### config.mk
export PLATFORM = sky130hd
export DESIGN_NAME = rotate_subtract_skip_alu
export DESIGN_NICKNAME = d
export VERILOG_FILES = /design/src/hw/rsk_sub_unit.v /design/src/hw/rotate_subtract_skip_alu.v
export VERILOG_INCLUDE_DIRS = /design/src /design/src/hw
export SDC_FILE = /design/constraint.sdc
export NUM_CORES = 1
export LEC_CHECK = 0
export ABC_AREA = 1
export BUFFER_PORTS_ARGS = -buffer_cell sky130_fd_sc_hd__buf_2
export CAP_MARGIN = 5
export CORE_ASPECT_RATIO = 1.25
export CORE_UTILIZATION = 35
export CTS_CLUSTER_DIAMETER = 50
export CTS_CLUSTER_SIZE = 24
export DETAILED_ROUTE_END_ITERATION = 10
export GPL_TIMING_DRIVEN = 1
export PLACE_DENSITY_LB_ADDON = 0.2
export SLEW_MARGIN = 30
export SYNTH_ARGS = -nofsm -noshare
export SYNTH_HDL_FRONTEND = slang
export SYNTH_SLANG_ARGS = --single-unit
### constraint.sdc
create_clock -name core_clk_i -period 2.4 [get_ports core_clk_i]
set_input_delay 0.24 -clock core_clk_i [delete_from_list [all_inputs] [get_ports core_clk_i]]
set_output_delay 0.24 -clock core_clk_i [all_outputs]
set_load 0.02 [all_outputs]
### src/hw/rsk_alu_regs.vh
// opcode encodings, flag positions, reset values and timing counts
`ifndef RSK_ALU_REGS_VH
`define RSK_ALU_REGS_VH

// ========================================
// operation codes
`define OP_NONE                         5'h00
`define OP_ROTATE_LEFT_TO_WORK          5'h01
`define OP_ROTATE_LEFT_THROUGH_BIT      5'h02
`define OP_ROTATE_LEFT_THROUGH_BIT_WORK 5'h03
`define OP_ROTATE_RIGHT_IN_PLACE        5'h04
`define OP_ROTATE_RIGHT_TO_WORK         5'h05
`define OP_ROTATE_RIGHT_THROUGH_BIT     5'h06
`define OP_ROTATE_RIGHT_THROUGH_BIT_WORK 5'h07
`define OP_MINUS_WITH_BORROW_TO_WORK    5'h08
`define OP_MINUS_WITH_BORROW_TO_MEMORY  5'h09
`define OP_MINUS_TO_WORK                5'h0a
`define OP_MINUS_TO_MEMORY              5'h0b
`define OP_MINUS_IMMEDIATE              5'h0c
`define OP_DEC_SKIP_ON_NULL             5'h0d
`define OP_DEC_SKIP_ON_NULL_TO_WORK     5'h0e
`define OP_INC_SKIP_ON_NULL             5'h0f
`define OP_INC_SKIP_ON_NULL_TO_WORK     5'h10
`define OP_BIT_SKIP_IF_ONE              5'h11
`define OP_BYTE_SET                     5'h12
`define OP_BIT_SET                      5'h13
`define OP_NIBBLE_EXCHANGE              5'h14
`define OP_NIBBLE_EXCHANGE_TO_WORK      5'h15

// ========================================
// flag bit positions in flags vector
`define FLAG_CARRY_BIT                  0
`define FLAG_HALF_BORROW_BIT            1
`define FLAG_ZERO_BIT                   2
`define FLAG_SIGN_WRAP_BIT              3

// ========================================
// reset values and constants
`define WORK_RESET                      8'h00
`define FLAGS_RESET                     4'h0
`define BYTE_ALL_ONES                   8'hff
`define BYTE_ONE                        8'h01

// ========================================
// timing: cycles of a taken skip's dummy slot
`define SKIP_DUMMY_CYCLES               1

`endif

### src/hw/rsk_sub_unit.v
// eight-bit subtractor with carry-as-inverted-borrow flags
`timescale 1ns/1ps
`default_nettype none

module rsk_sub_unit (
    // operands
    input  wire [7:0] minuend_i,
    input  wire [7:0] subtrahend_i,
    input  wire       carry_in_i,
    // results
    output wire [7:0] diff_o,
    output wire       carry_o,
    output wire       half_borrow_flag_o,
    output wire       zero_o,
    output wire       sign_wrap_flag_o
);

    wire [8:0] full_sum;
    wire [4:0] low_sum;

    // ========================================
    // add the inverted subtrahend so carry out means no borrow
    // [RULE9] carry is inverted borrow
    assign full_sum = {1'b0, minuend_i} + {1'b0, ~subtrahend_i} + {8'h00, carry_in_i};
    // [RULE23] half-borrow from low nibble
    assign low_sum  = {1'b0, minuend_i[3:0]} + {1'b0, ~subtrahend_i[3:0]}
                      + {4'h0, carry_in_i};

    assign diff_o             = full_sum[7:0];
    assign carry_o            = full_sum[8];
    assign half_borrow_flag_o = low_sum[4];
    // [RULE23] zero on 8-bit result
    assign zero_o             = (full_sum[7:0] == 8'h00);
    // [RULE23] signed wrap detection
    assign sign_wrap_flag_o   = (minuend_i[7] ^ subtrahend_i[7]) & (minuend_i[7] ^ full_sum[7]);

endmodule // rsk_sub_unit

`default_nettype wire

### src/hw/rotate_subtract_skip_alu.v
// execution unit for rotate, subtract, skip, set and swap operations
//
// What this block does
// [RULE1] rotate left to work: mem bit i to work bit i+1, bit7 to bit0
// [RULE2] rotate left through carry in place; only carry changes
// [RULE3] rotate left through carry into work; memory unchanged, carry from bit7
// [RULE4] rotate right in place; bit0 wraps to bit7; no flags
// [RULE5] rotate right into work; bit0 wraps to bit7; nothing else changes
// [RULE6] rotate right through carry in place; only carry changes
// [RULE7] rotate right through carry into work; carry from bit0
// [RULE8] work minus memory minus inverted carry to work or memory, four flags
// [RULE9] subtraction carry is clear on negative result, set otherwise
// [RULE10] work minus memory into work, four flags updated
// [RULE11] work minus memory written back to memory, four flags updated
// [RULE12] work minus immediate into work, four flags updated
// [RULE13] decrement memory in place, skip next when zero, no flags
// [RULE14] memory minus one into work, skip when zero, no flags
// [RULE15] a taken skip adds one dummy cycle
// [RULE16] increment memory in place, skip next when zero, no flags
// [RULE17] memory plus one into work, skip when zero
// [RULE18] skip next when selected memory bit is one, no flags
// [RULE19] write all ones to memory byte, no flags
// [RULE20] set only selected memory bit, no flags
// [RULE21] swap memory nibbles in place, no flags
// [RULE22] swap memory nibbles into work, memory unchanged
// [RULE23] zero on 8-bit result; signed overflow; low-nibble half borrow
`timescale 1ns/1ps
`default_nettype none
`include "rsk_alu_regs.vh"

module rotate_subtract_skip_alu (
    // clock and reset
    input  wire       core_clk_i,
    input  wire       reset_n_i,
    // instruction issue
    input  wire       op_valid_i,
    input  wire [4:0] op_code_i,
    input  wire [2:0] bit_sel_i,
    input  wire [7:0] immediate_i,
    output wire       op_ready_o,
    // data memory operand
    input  wire [7:0] mem_rdata_i,
    output reg  [7:0] mem_wdata_o,
    output reg        mem_we_o,
    // architectural state
    output wire [7:0] work_register_o,
    output wire       carry_flag_o,
    output wire       half_borrow_flag_o,
    output wire       zero_flag_o,
    output wire       sign_wrap_flag_o,
    // skip signalling
    output reg        skip_taken_o,
    output wire       dummy_cycle_o
);

    // ========================================
    // state
    localparam ST_RUN   = 1'b0;
    localparam ST_DUMMY = 1'b1;

    reg        state_ff;
    reg        nxt_state;
    reg  [7:0] work_register_ff;
    reg  [7:0] nxt_work_register;
    reg  [3:0] flags_ff;
    reg  [3:0] nxt_flags;
    reg  [7:0] nxt_mem_wdata;
    reg        nxt_mem_we;
    reg        nxt_skip;

    wire       issue;
    wire       carry_now;
    wire [7:0] sub_rhs;
    wire       sub_cin;
    wire [7:0] sub_diff;
    wire       sub_carry;
    wire       sub_half;
    wire       sub_zero;
    wire       sub_wrap;
    wire [7:0] mem_dec;
    wire [7:0] mem_inc;

    // ========================================
    // helpers
    function [7:0] bit_mask;
        input [2:0] sel;
        begin
            bit_mask = `BYTE_ONE << sel;
        end
    endfunction

    function [3:0] sub_flags;
        input c;
        input h;
        input z;
        input v;
        begin
            sub_flags = 4'h0;
            sub_flags[`FLAG_CARRY_BIT]       = c;
            sub_flags[`FLAG_HALF_BORROW_BIT] = h;
            sub_flags[`FLAG_ZERO_BIT]        = z;
            sub_flags[`FLAG_SIGN_WRAP_BIT]   = v;
        end
    endfunction

    // one shifter per direction, so plain and through-carry rotates agree
    function [7:0] shift_left_fill;
        input [7:0] value;
        input       fill;
        begin
            shift_left_fill = {value[6:0], fill};
        end
    endfunction

    function [7:0] shift_right_fill;
        input [7:0] value;
        input       fill;
        begin
            shift_right_fill = {fill, value[7:1]};
        end
    endfunction

    function [7:0] swap_nibbles;
        input [7:0] value;
        begin
            swap_nibbles = {value[3:0], value[7:4]};
        end
    endfunction

    function byte_is_null;
        input [7:0] value;
        begin
            byte_is_null = (value == 8'h00);
        end
    endfunction

    // issue blocked while the skip's dummy slot runs
    assign op_ready_o = (state_ff == ST_RUN);
    assign issue      = op_valid_i & op_ready_o;
    assign carry_now  = flags_ff[`FLAG_CARRY_BIT];

    // ========================================
    // subtractor operand select
    // [RULE12] immediate operand
    assign sub_rhs = (op_code_i == `OP_MINUS_IMMEDIATE) ? immediate_i : mem_rdata_i;
    // [RULE8] borrow variants use carry, plain ones force no borrow
    assign sub_cin = ((op_code_i == `OP_MINUS_WITH_BORROW_TO_WORK) ||
                      (op_code_i == `OP_MINUS_WITH_BORROW_TO_MEMORY)) ? carry_now : 1'b1;

    rsk_sub_unit u_sub (
        .minuend_i          (work_register_ff),
        .subtrahend_i       (sub_rhs),
        .carry_in_i         (sub_cin),
        .diff_o             (sub_diff),
        .carry_o            (sub_carry),
        .half_borrow_flag_o (sub_half),
        .zero_o             (sub_zero),
        .sign_wrap_flag_o   (sub_wrap)
    );

    assign mem_dec = mem_rdata_i - `BYTE_ONE;
    assign mem_inc = mem_rdata_i + `BYTE_ONE;

    // ========================================
    // operation decode
    always @* begin
        nxt_work_register = work_register_ff;
        nxt_flags         = flags_ff;
        nxt_mem_wdata     = mem_rdata_i;
        nxt_mem_we        = 1'b0;
        nxt_skip          = 1'b0;
        if (issue) begin
            case (op_code_i)
                // [RULE1] rotate left into work
                `OP_ROTATE_LEFT_TO_WORK: begin
                    nxt_work_register = shift_left_fill(mem_rdata_i, mem_rdata_i[7]);
                end
                // [RULE2] left through carry, in place
                `OP_ROTATE_LEFT_THROUGH_BIT: begin
                    nxt_mem_wdata = shift_left_fill(mem_rdata_i, carry_now);
                    nxt_mem_we    = 1'b1;
                    nxt_flags[`FLAG_CARRY_BIT] = mem_rdata_i[7];
                end
                // [RULE3] left through carry, into work
                `OP_ROTATE_LEFT_THROUGH_BIT_WORK: begin
                    nxt_work_register = shift_left_fill(mem_rdata_i, carry_now);
                    nxt_flags[`FLAG_CARRY_BIT] = mem_rdata_i[7];
                end
                // [RULE4] right rotate in place
                `OP_ROTATE_RIGHT_IN_PLACE: begin
                    nxt_mem_wdata = shift_right_fill(mem_rdata_i, mem_rdata_i[0]);
                    nxt_mem_we    = 1'b1;
                end
                // [RULE5] right rotate into work
                `OP_ROTATE_RIGHT_TO_WORK: begin
                    nxt_work_register = shift_right_fill(mem_rdata_i, mem_rdata_i[0]);
                end
                // [RULE6] right through carry, in place
                `OP_ROTATE_RIGHT_THROUGH_BIT: begin
                    nxt_mem_wdata = shift_right_fill(mem_rdata_i, carry_now);
                    nxt_mem_we    = 1'b1;
                    nxt_flags[`FLAG_CARRY_BIT] = mem_rdata_i[0];
                end
                // [RULE7] right through carry, into work
                `OP_ROTATE_RIGHT_THROUGH_BIT_WORK: begin
                    nxt_work_register = shift_right_fill(mem_rdata_i, carry_now);
                    nxt_flags[`FLAG_CARRY_BIT] = mem_rdata_i[0];
                end
                // [RULE8] [RULE10] [RULE12] subtract into work
                `OP_MINUS_WITH_BORROW_TO_WORK, `OP_MINUS_TO_WORK, `OP_MINUS_IMMEDIATE: begin
                    nxt_work_register = sub_diff;
                    nxt_flags = sub_flags(sub_carry, sub_half, sub_zero, sub_wrap);
                end
                // [RULE8] [RULE11] subtract into memory
                `OP_MINUS_WITH_BORROW_TO_MEMORY, `OP_MINUS_TO_MEMORY: begin
                    nxt_mem_wdata = sub_diff;
                    nxt_mem_we    = 1'b1;
                    nxt_flags = sub_flags(sub_carry, sub_half, sub_zero, sub_wrap);
                end
                // [RULE13] decrement in place and skip
                `OP_DEC_SKIP_ON_NULL: begin
                    nxt_mem_wdata = mem_dec;
                    nxt_mem_we    = 1'b1;
                    nxt_skip      = byte_is_null(mem_dec);
                end
                // [RULE14] decrement into work and skip
                `OP_DEC_SKIP_ON_NULL_TO_WORK: begin
                    nxt_work_register = mem_dec;
                    nxt_skip          = byte_is_null(mem_dec);
                end
                // [RULE16] increment in place and skip
                `OP_INC_SKIP_ON_NULL: begin
                    nxt_mem_wdata = mem_inc;
                    nxt_mem_we    = 1'b1;
                    nxt_skip      = byte_is_null(mem_inc);
                end
                // [RULE17] increment into work and skip
                `OP_INC_SKIP_ON_NULL_TO_WORK: begin
                    nxt_work_register = mem_inc;
                    nxt_skip          = byte_is_null(mem_inc);
                end
                // [RULE18] skip on selected bit one
                `OP_BIT_SKIP_IF_ONE: begin
                    nxt_skip = |(mem_rdata_i & bit_mask(bit_sel_i));
                end
                // [RULE19] all ones
                `OP_BYTE_SET: begin
                    nxt_mem_wdata = `BYTE_ALL_ONES;
                    nxt_mem_we    = 1'b1;
                end
                // [RULE20] single bit set
                `OP_BIT_SET: begin
                    nxt_mem_wdata = mem_rdata_i | bit_mask(bit_sel_i);
                    nxt_mem_we    = 1'b1;
                end
                // [RULE21] nibble swap in place
                `OP_NIBBLE_EXCHANGE: begin
                    nxt_mem_wdata = swap_nibbles(mem_rdata_i);
                    nxt_mem_we    = 1'b1;
                end
                // [RULE22] nibble swap into work
                `OP_NIBBLE_EXCHANGE_TO_WORK: begin
                    nxt_work_register = swap_nibbles(mem_rdata_i);
                end
                default: begin
                    nxt_mem_we = 1'b0;
                end
            endcase
        end
    end

    // ========================================
    // skip sequencing
    always @* begin
        case (state_ff)
            // [RULE15] taken skip adds dummy slot
            ST_RUN:   nxt_state = nxt_skip ? ST_DUMMY : ST_RUN;
            ST_DUMMY: nxt_state = ST_RUN;
            default:  nxt_state = ST_RUN;
        endcase
    end

    // ========================================
    // registers
    always @(posedge core_clk_i or negedge reset_n_i) begin
        if (!reset_n_i) begin
            state_ff         <= ST_RUN;
            work_register_ff <= `WORK_RESET;
            flags_ff         <= `FLAGS_RESET;
            mem_wdata_o      <= 8'h00;
            mem_we_o         <= 1'b0;
            skip_taken_o     <= 1'b0;
        end else begin
            state_ff         <= nxt_state;
            work_register_ff <= nxt_work_register;
            flags_ff         <= nxt_flags;
            mem_wdata_o      <= nxt_mem_wdata;
            mem_we_o         <= nxt_mem_we;
            skip_taken_o     <= nxt_skip;
        end
    end

    assign work_register_o    = work_register_ff;
    assign carry_flag_o       = flags_ff[`FLAG_CARRY_BIT];
    assign half_borrow_flag_o = flags_ff[`FLAG_HALF_BORROW_BIT];
    assign zero_flag_o        = flags_ff[`FLAG_ZERO_BIT];
    assign sign_wrap_flag_o   = flags_ff[`FLAG_SIGN_WRAP_BIT];
    // dummy slot visible to the fetch side
    assign dummy_cycle_o      = (state_ff == ST_DUMMY);

endmodule // rotate_subtract_skip_alu

`default_nettype wire

==> results of run 1 <==
-- routing by layer --
metal | vias to the layer above | share of wire (%)
met2 | 158 | 47
met1 | 1701 | 43
met3 | 26 | 7.1
li1 | 1879 | -
met5 | - | 0
met4 | 0 | 3.3
-- what timing repair did --
item                                    CTS  global route
cloned                                    0             0
hold buffers                              1             0
pin swaps                                 0             7
endpoints found under the setup margin    1             6
hold endpoints to repair                 23             0
gates resized for setup                   1             9
-- placed cells by master, fill, tap and decap left out, types with 2 or more instances in the layout --
cell type and count:
dfrtp_1 23, o21ai_1 6, nor3_1 11, nor2_2 11, o211ai_1 2, nor2_4 4, o22ai_1 5, o21ai_0 35
and2_1 2, nand3b_1 6, buf_2 50, ha_1 10, a21oi_1 15, clkbuf_8 3, nand2_4 2, a31oi_1 3
nand2_1 178, fa_2 2, nand4_1 3, xnor2_1 2, nand3_2 4, inv_2 9, o21ai_2 5, buf_4 40
xor2_1 3, nand3_1 47, nand2_2 5, nor2_1 74, inv_1 50
-- stage by stage --
step | setup WS, ns | area (um^2) | std cells | TNS (ns)
final | 0.167 | 3740 | 718 | 0
after global routing | -0.00510 | 3740 | 718 | -0.00510
after CTS | 0.0509 | 3710 | 718 | 0
after detailed placement | -0.270 | 3650 | 713 | -0.826
after global placement | -0.206 | 3650 | 713 | -0.546
after floorplan | -0.00486 | 3070 | 540 | -0.00486
-- power breakdown --
group / switching (W) / internal, W / total [W]
combinational: 0.000672 / 0.000419 / 0.00109
clock: 0.000158 / 0.000117 / 0.000275
sequential: 0.0000513 / 0.000458 / 0.000509
-- state kept, by name (all words and copies together), names as in the netlist --
signal,flops
mem_we_o,1
mem_wdata_o,8
dummy_cycle_o,1
flags_ff,4
work_register_o,8
skip_taken_o,1
-- cells by family after synthesis --
kind of cell,Yosys count,synth area share [%]
AOI/OAI and AO/OA,72,12.8
xor gates and xnor gates,6,1.74
adders and majority gates,12,5.48
buffers and inverters,77,10.8
DFF,23,19.1
and+or+nand+nor,350,50.1
-- how the worst max path moves through the flow --
stage                       startpoint                  endpoint  slack, ns  cells past startpoint
5_1_grt                   op_code_i[4]  mem_wdata_o[6]$_DFF_PN0_     -0.005                     19
4_1_cts        flags_ff[0]$_DFFE_PN0P_   flags_ff[0]$_DFFE_PN0P_       0.05                     12
6_report                  op_code_i[4]   flags_ff[0]$_DFFE_PN0P_       0.17                     16
3_3_place_gp              op_code_i[4]   flags_ff[0]$_DFFE_PN0P_      -0.21                     14
2_1_floorplan             op_code_i[4]   flags_ff[2]$_DFFE_PN0P_     -0.005                     19
3_5_place_dp              op_code_i[4]   flags_ff[0]$_DFFE_PN0P_      -0.27                     14
-- layout make-up --
class                      instances  area (um^2)  share of cell area, %
clock inverter                     1         5.00                  0.134
clock buffer                       3         41.3                   1.10
tap                               97          121                   3.25
multi-input combinational        440         2170                   58.0
inverter                          62          248                   6.63
timing repair buffer              92          581                   15.5
sequential                        23          576                   15.4
-- worst min-delay path, delay by kind of cell --
family                 cells  cell delay (ns)
AO/OA/AOI/OAI              1             0.06
buffers and inverters      1             0.14
AND/OR/NAND/NOR            1             0.10
==> metrics.md, run 1 <==
| Metric | Value |
|---|---|
| Crit Path Max Fanout | `3` |
| Average size of a mapped cell | `around 5.6 um^2` |
| Gr ovfl total | `0` |
| Crit path DAT | `approximately 2.5 ns` |
| Max-cap viol count | `0` |
| Gate count after technology mapping | `540` |
| Synth top area share | `22.7%` |
| Top FF cell, synth | `dfrtp_1` |
| Largest net degree at the start of global routing | `24` |
| Vias/cell | `about 5.2` |
| Area growth syn-to-layout | `24.1%` |
| RR Startpoint | `flags_ff[0]$_DFFE_PN0P_` |
| Bufs on Longest Clock Path | `2` |
| WHS Path Cells | `3` |
| Busiest layer in global routing | `met2` |
| Status | `completed` |
| Antenna violations before repair | `0` |
| Min-delay src | `mem_rdata_i[1]` |
| Achievable Freq | `about 450 MHz` |
| PD cells | `about 500 nW/um^2` |
| Die Height | `between 100 and 150 um` |
| Post-DP HPWL | `just over 9 mm` |
| Synth cell count leaders | `nand2_1, nor2_1, inv_1, nand3_1, o21ai_0` |
| Tmin final | `between 2 and 2.5 ns` |
| Flops & latches, synth | `23` |
| GRT Overall Usage | `roughly a quarter` |
| Share of the clock period used by the worst path | `93.0%` |
| GR Layer Usage met2 | `45.9%` |
| Hold endpoint | `mem_wdata_o[1]$_DFF_PN0_` |
| # Post-CTS Setup Buffers | `0` |
| Max transition margin | `between 60% and 70%` |
| Top post-synthesis cells by area | `nand2_1, dfrtp_1, nor2_1` |
| Final Hold Fails | `0` |
| R2r setup slk | `0.19 ns` |
| CTS sink cnt | `23` |
| Crit Path Class | `in -> reg` |
| Final setup fails | `0` |
| Worst Max-Slew Pin Slew | `approximately 0.58 ns` |
| Total power draw | `~0.0019 W` |
| Vias in the first global route | `3613` |
| Drt wl/cell | `16.2 um` |
| Hold Crit Class | `in -> reg` |
| IR Drop Worst-Case VDD | `between 0.15 and 0.2 mV` |
| Core ar. | `approximately 8300 um^2` |
| # rows | `37` |
| Clock transition at path regs | `~0.10 ns` |
| Final hold slack | `between 0.3 and 0.4 ns` |
| Post-route core utilization | `between 40% and 50%` |
| Yosys top cell by area | `nand2_1` |
| Number of synthesized flops with an enable pin | `0` |
| CP peak stage delay | `just under 0.4 ns` |
| Crit-path leading delay family | `simple AND/OR/NAND/NOR gates` |
| Starting Density | `a little over a third` |
| Post-synth ARST share | `between 90% and 100%` |
| I/O Pins | `51` |
| Die area | `8990 um^2` |
| Syn_nets | `between 500 and 600` |
| Drt first pass iters | `5` |
| Drt total wl | `roughly 12 mm` |
| Lkg Pwr | `about 2.1 nW` |
| Seq/Total Area, Yosys | `between 10% and 20%` |
| Crit path max-delay cell type | `fa_2` |
| Root Driver | `clkbuf_8` |
| N_diodes | `0` |
| GRT met1 Usage | `around a third` |
| Via count | `about 3800` |
| GPL Wtd Cong | `1.04` |
| Die Span X | `about 85 um` |
| Proportion of layout cells with a drive suffix above 1 | `22.7%` |
| H-Tree Level Count | `1` |
| Yosys warning count | `0` |
| Worst EP required | `2.61 ns` |
| DRC viols | `0` |
| Mapped cell area | `between 3000 and 4000 um^2` |
| First-pass GRT wire length | `between 15 and 20 mm` |
| Worst-skew pair later-pin latency | `roughly 0.28 ns` |
| Netlist cell types | `35` |
| Met3 track demand over resource | `under 10%` |
| Nets | `roughly 660` |
| TritonCTS Buffers | `3` |
| DR iter-0 viols | `approximately 210` |
| Cells along the critical path | `buf_2 -> inv_12 -> nand2_4 -> nor2_4 -> nand2_2 -> o21ai_2 -> fa_2 -> inv_2 -> fa_2 -> inv_1 -> nand3_2 -> nand2_2 -> nor3b_1 -> o21ai_2 -> buf_4 -> a31oi_1` |
| ANT nets after route | `0` |
| Worst Path Buf+Inv | `5` |
| Startpoint types | `input port` |
| Fillers | `913` |
| Max Slew Vio Count | `0` |
| Most common cell in the synthesized netlist | `nand2_1` |
| Clock skew | `0.00531 ns` |
| CP Capture Type | `register` |
| Port bufs | `50` |
| RR Endpoint | `flags_ff[0]$_DFFE_PN0P_` |
| Reg2reg path depth | `12` |
| TritonCTS clock tree | `built` |
(Power assumes the default switching activity.)
==> run 2, diff against run 1 <==
--- a/config.mk
+++ b/config.mk
@@ -8,7 +8,7 @@
 export LEC_CHECK = 0
 export ABC_AREA = 1
 export BUFFER_PORTS_ARGS = -buffer_cell sky130_fd_sc_hd__buf_2
-export CAP_MARGIN = 5
+export CAP_MARGIN = 20
 export CORE_ASPECT_RATIO = 1.25
 export CORE_UTILIZATION = 35
 export CTS_CLUSTER_DIAMETER = 50
==> constraint.sdc (replaced) <==
create_clock -name core_clk_i -period 2.06 [get_ports core_clk_i]
set_input_delay 0.103 -clock core_clk_i [delete_from_list [all_inputs] [get_ports core_clk_i]]
set_output_delay 0.103 -clock core_clk_i [all_outputs]
set_load 0.02 [all_outputs]
==> metrics.md, run 2 (synthesis gave the netlist of run 1 again) <==
| Metric | Value |
|---|---|
| I/O Pins | `51` |
| ANT nets after route | `0` |
| Most frequent cells in the layout | `nand2_1, nor2_1, buf_2, buf_4, inv_1` |
| TNS Setup | `-0.0833 ns` |
| Max-cap viol count | `0` |
| CP peak stage delay | `0.40 ns` |
| Most common cell after layout, fill and taps aside | `nand2_1` |
| Vias in the first global route | `~3600` |
| Via count | `between 3000 and 4000` |
| RR Endpoint | `work_register_o[4]$_DFFE_PN0P_` |
| Area after DPL | `between 3000 and 4000 um^2` |
| Max Slew Vio Count | `0` |
| Antenna violations before repair | `0` |
| PD cells | `596 nW/um^2` |
| GPL Wtd Cong | `0.898` |
| Tmin final | `2.10 ns` |
| Vias/cell | `a little over 5` |
| # rows | `37` |
| Worst-skew pair later-pin latency | `between 0.2 and 0.3 ns` |
| Nets | `~670` |
| GRT Overall Usage | `26.7%` |
| RSZ-0062 raised after global routing | `true` |
| Crit. Startpoint | `flags_ff[0]$_DFFE_PN0P_` |
| TritonCTS clock tree | `built` |
| Final Hold Fails | `0` |
| Drt wl/cell | `between 15 and 20 um` |
| Final instance area | `approximately 4000 um^2` |
| Gr ovfl total | `0` |
| Area of the multi-input gates | `2280 um^2` |
| Cells along the critical path | `inv_1 -> nand4_1 -> fa_2 -> inv_2 -> fa_2 -> inv_2 -> nand3_4 -> nand2_4 -> xor2_2 -> a21oi_1 -> nand2_1 -> nand3_2 -> nand2_1` |
| Die area | `approximately 9000 um^2` |
| Wire length on met3 | `599 um` |
| Hold Crit Class | `in -> reg` |
| Clock transition at path regs | `roughly 0.10 ns` |
| FF/Latch Area | `576 um^2` |
| Lkg Pwr | `roughly 2.2 nW` |
| Worst Path Buf+Inv | `3` |
| Crit Path Max Fanout | `3` |
| H-Tree Level Count | `1` |
| Final setup fails | `3` |
| RR Startpoint | `flags_ff[0]$_DFFE_PN0P_` |
| Crit-path leading delay family | `adder cells` |
| Top Layer Used | `met4` |
| First-pass GRT wire length | `roughly 19 mm` |
| Port bufs | `50` |
| Fillers | `a little under 900` |
| Worst Max-Slew Pin Slew | `0.594 ns` |
| Reg2reg path depth | `13` |
| Fin worst setup slack | `-0.0355 ns` |
| DR iter-0 viols | `321` |
| Crit path DAT | `2.28 ns` |
| Proportion of layout cells with a drive suffix above 1 | `27.5%` |
| DRC viols | `0` |
| Drt first pass iters | `5` |
| Status | `finished with violations` |
| Root Driver | `clkbuf_8` |
| Failing checks | `setup timing` |
| Largest net degree at the start of global routing | `24` |
| Post-Layout Cell Count | `about 730` |
| R2r setup slk | `-0.04 ns` |
| Met1 Routed Length | `about 5.2 mm` |
| Post-DP HPWL | `roughly 9.4 mm` |
| CP Capture Type | `register` |
| Critical path endpoint | `work_register_o[4]$_DFFE_PN0P_` |
| TritonCTS Buffers | `3` |
| Achievable Freq | `between 400 and 500 MHz` |
| N_diodes | `0` |
| Worst EP required | `approximately 2.2 ns` |
| DP Cell Count | `722` |
| DR WL met2 | `5.77 mm` |
| Die Span X | `85.0 um` |
| IR Drop Worst-Case VDD | `0.204 mV` |
| Starting Density | `between 30% and 40%` |
| Die Height | `between 100 and 150 um` |
| Crit Path Class | `reg -> reg` |
| Drt total wl | `between 10 and 15 mm` |
| Max transition margin | `around 60%` |
| Area growth syn-to-layout | `31.6%` |
| Share of the clock period used by the worst path | `102%` |
| Worst path depth | `13` |
| Post-route core utilization | `between 40% and 50%` |
| Bufs on Longest Clock Path | `2` |
| Clock skew | `about 0.0032 ns` |
| Startpoint types | `register` |
| CTS sink cnt | `23` |
| Crit path max-delay cell type | `fa_2` |
| Core ar. | `about 8300 um^2` |
## run 2: worst min-delay path by stage
| stage | start | to | slack, ns | cells after the start |
|---|---|---|---|---|
| floorplan | reset_n_i | dummy_cycle_o$_DFF_PN0_ | -0.19 | 0 |
| global placement | reset_n_i | flags_ff[0]$_DFFE_PN0P_ | 0.13 | 1 |
| detailed placement | reset_n_i | flags_ff[0]$_DFFE_PN0P_ | 0.15 | 1 |
| finish | mem_rdata_i[6] | mem_wdata_o[6]$_DFF_PN0_ | 0.28 | 4 |
| global route | mem_rdata_i[3] | mem_wdata_o[3]$_DFF_PN0_ | 0.30 | 4 |
| CTS | mem_rdata_i[6] | mem_wdata_o[6]$_DFF_PN0_ | 0.27 | 4 |
## run 2: area by class of cell
class / count / area share, %
Inverter: 62 / 6.25
Tap cell: 97 / 3.06
Clock inverter: 1 / 0.126
Sequential cell: 23 / 14.5
Multi-Input combinational cell: 440 / 57.5
Timing Repair Buffer: 103 / 17.5
Clock buffer: 3 / 1.04
## run 2: worst min-delay path, delay by kind of cell
kind                   cells  cell delay, ns
buffers and inverters      2            0.26
AND/OR/NAND/NOR            2            0.15
## run 2: power by group
| part | switching [W] | internal, W | leakage (nW) |
|---|---|---|---|
| clock network | 0.000185 | 0.000136 | 0.0255 |
| registers | 0.0000584 | 0.000533 | 0.285 |
| logic | 0.000878 | 0.000572 | 1.85 |
| total | 0.00112 | 0.00124 | 2.16 |
## run 2: what timing repair did
action	CTS	global route
setup buffers	0	2
hold endpoints to repair	23	0
resized for setup	5	36
endpoints found under the setup margin	9	17
pin swaps	7	20
hold buffers	1	0
gates cloned	0	1
## run 2: metal layers
| metal | track usage (%) | up-vias |
|---|---|---|
| met5 | 0 | - |
| met4 | 8.84 | 0 |
| met3 | 1.96 | 22 |
| met2 | 45.2 | 137 |
| met1 | 35.6 | 1702 |
| li1 | - | 1905 |
## run 2: through the flow
stage	setup WS [ns]	hold WS, ns	total power [W]
finish	-0.0355	0.282	0.00236
global route	-0.153	0.300	0.00253
CTS	0.00262	0.270	0.00223
detailed placement	-0.280	0.146	0.00189
global placement	-0.248	0.131	0.00188
floorplan	-0.206	-0.193	0.00139
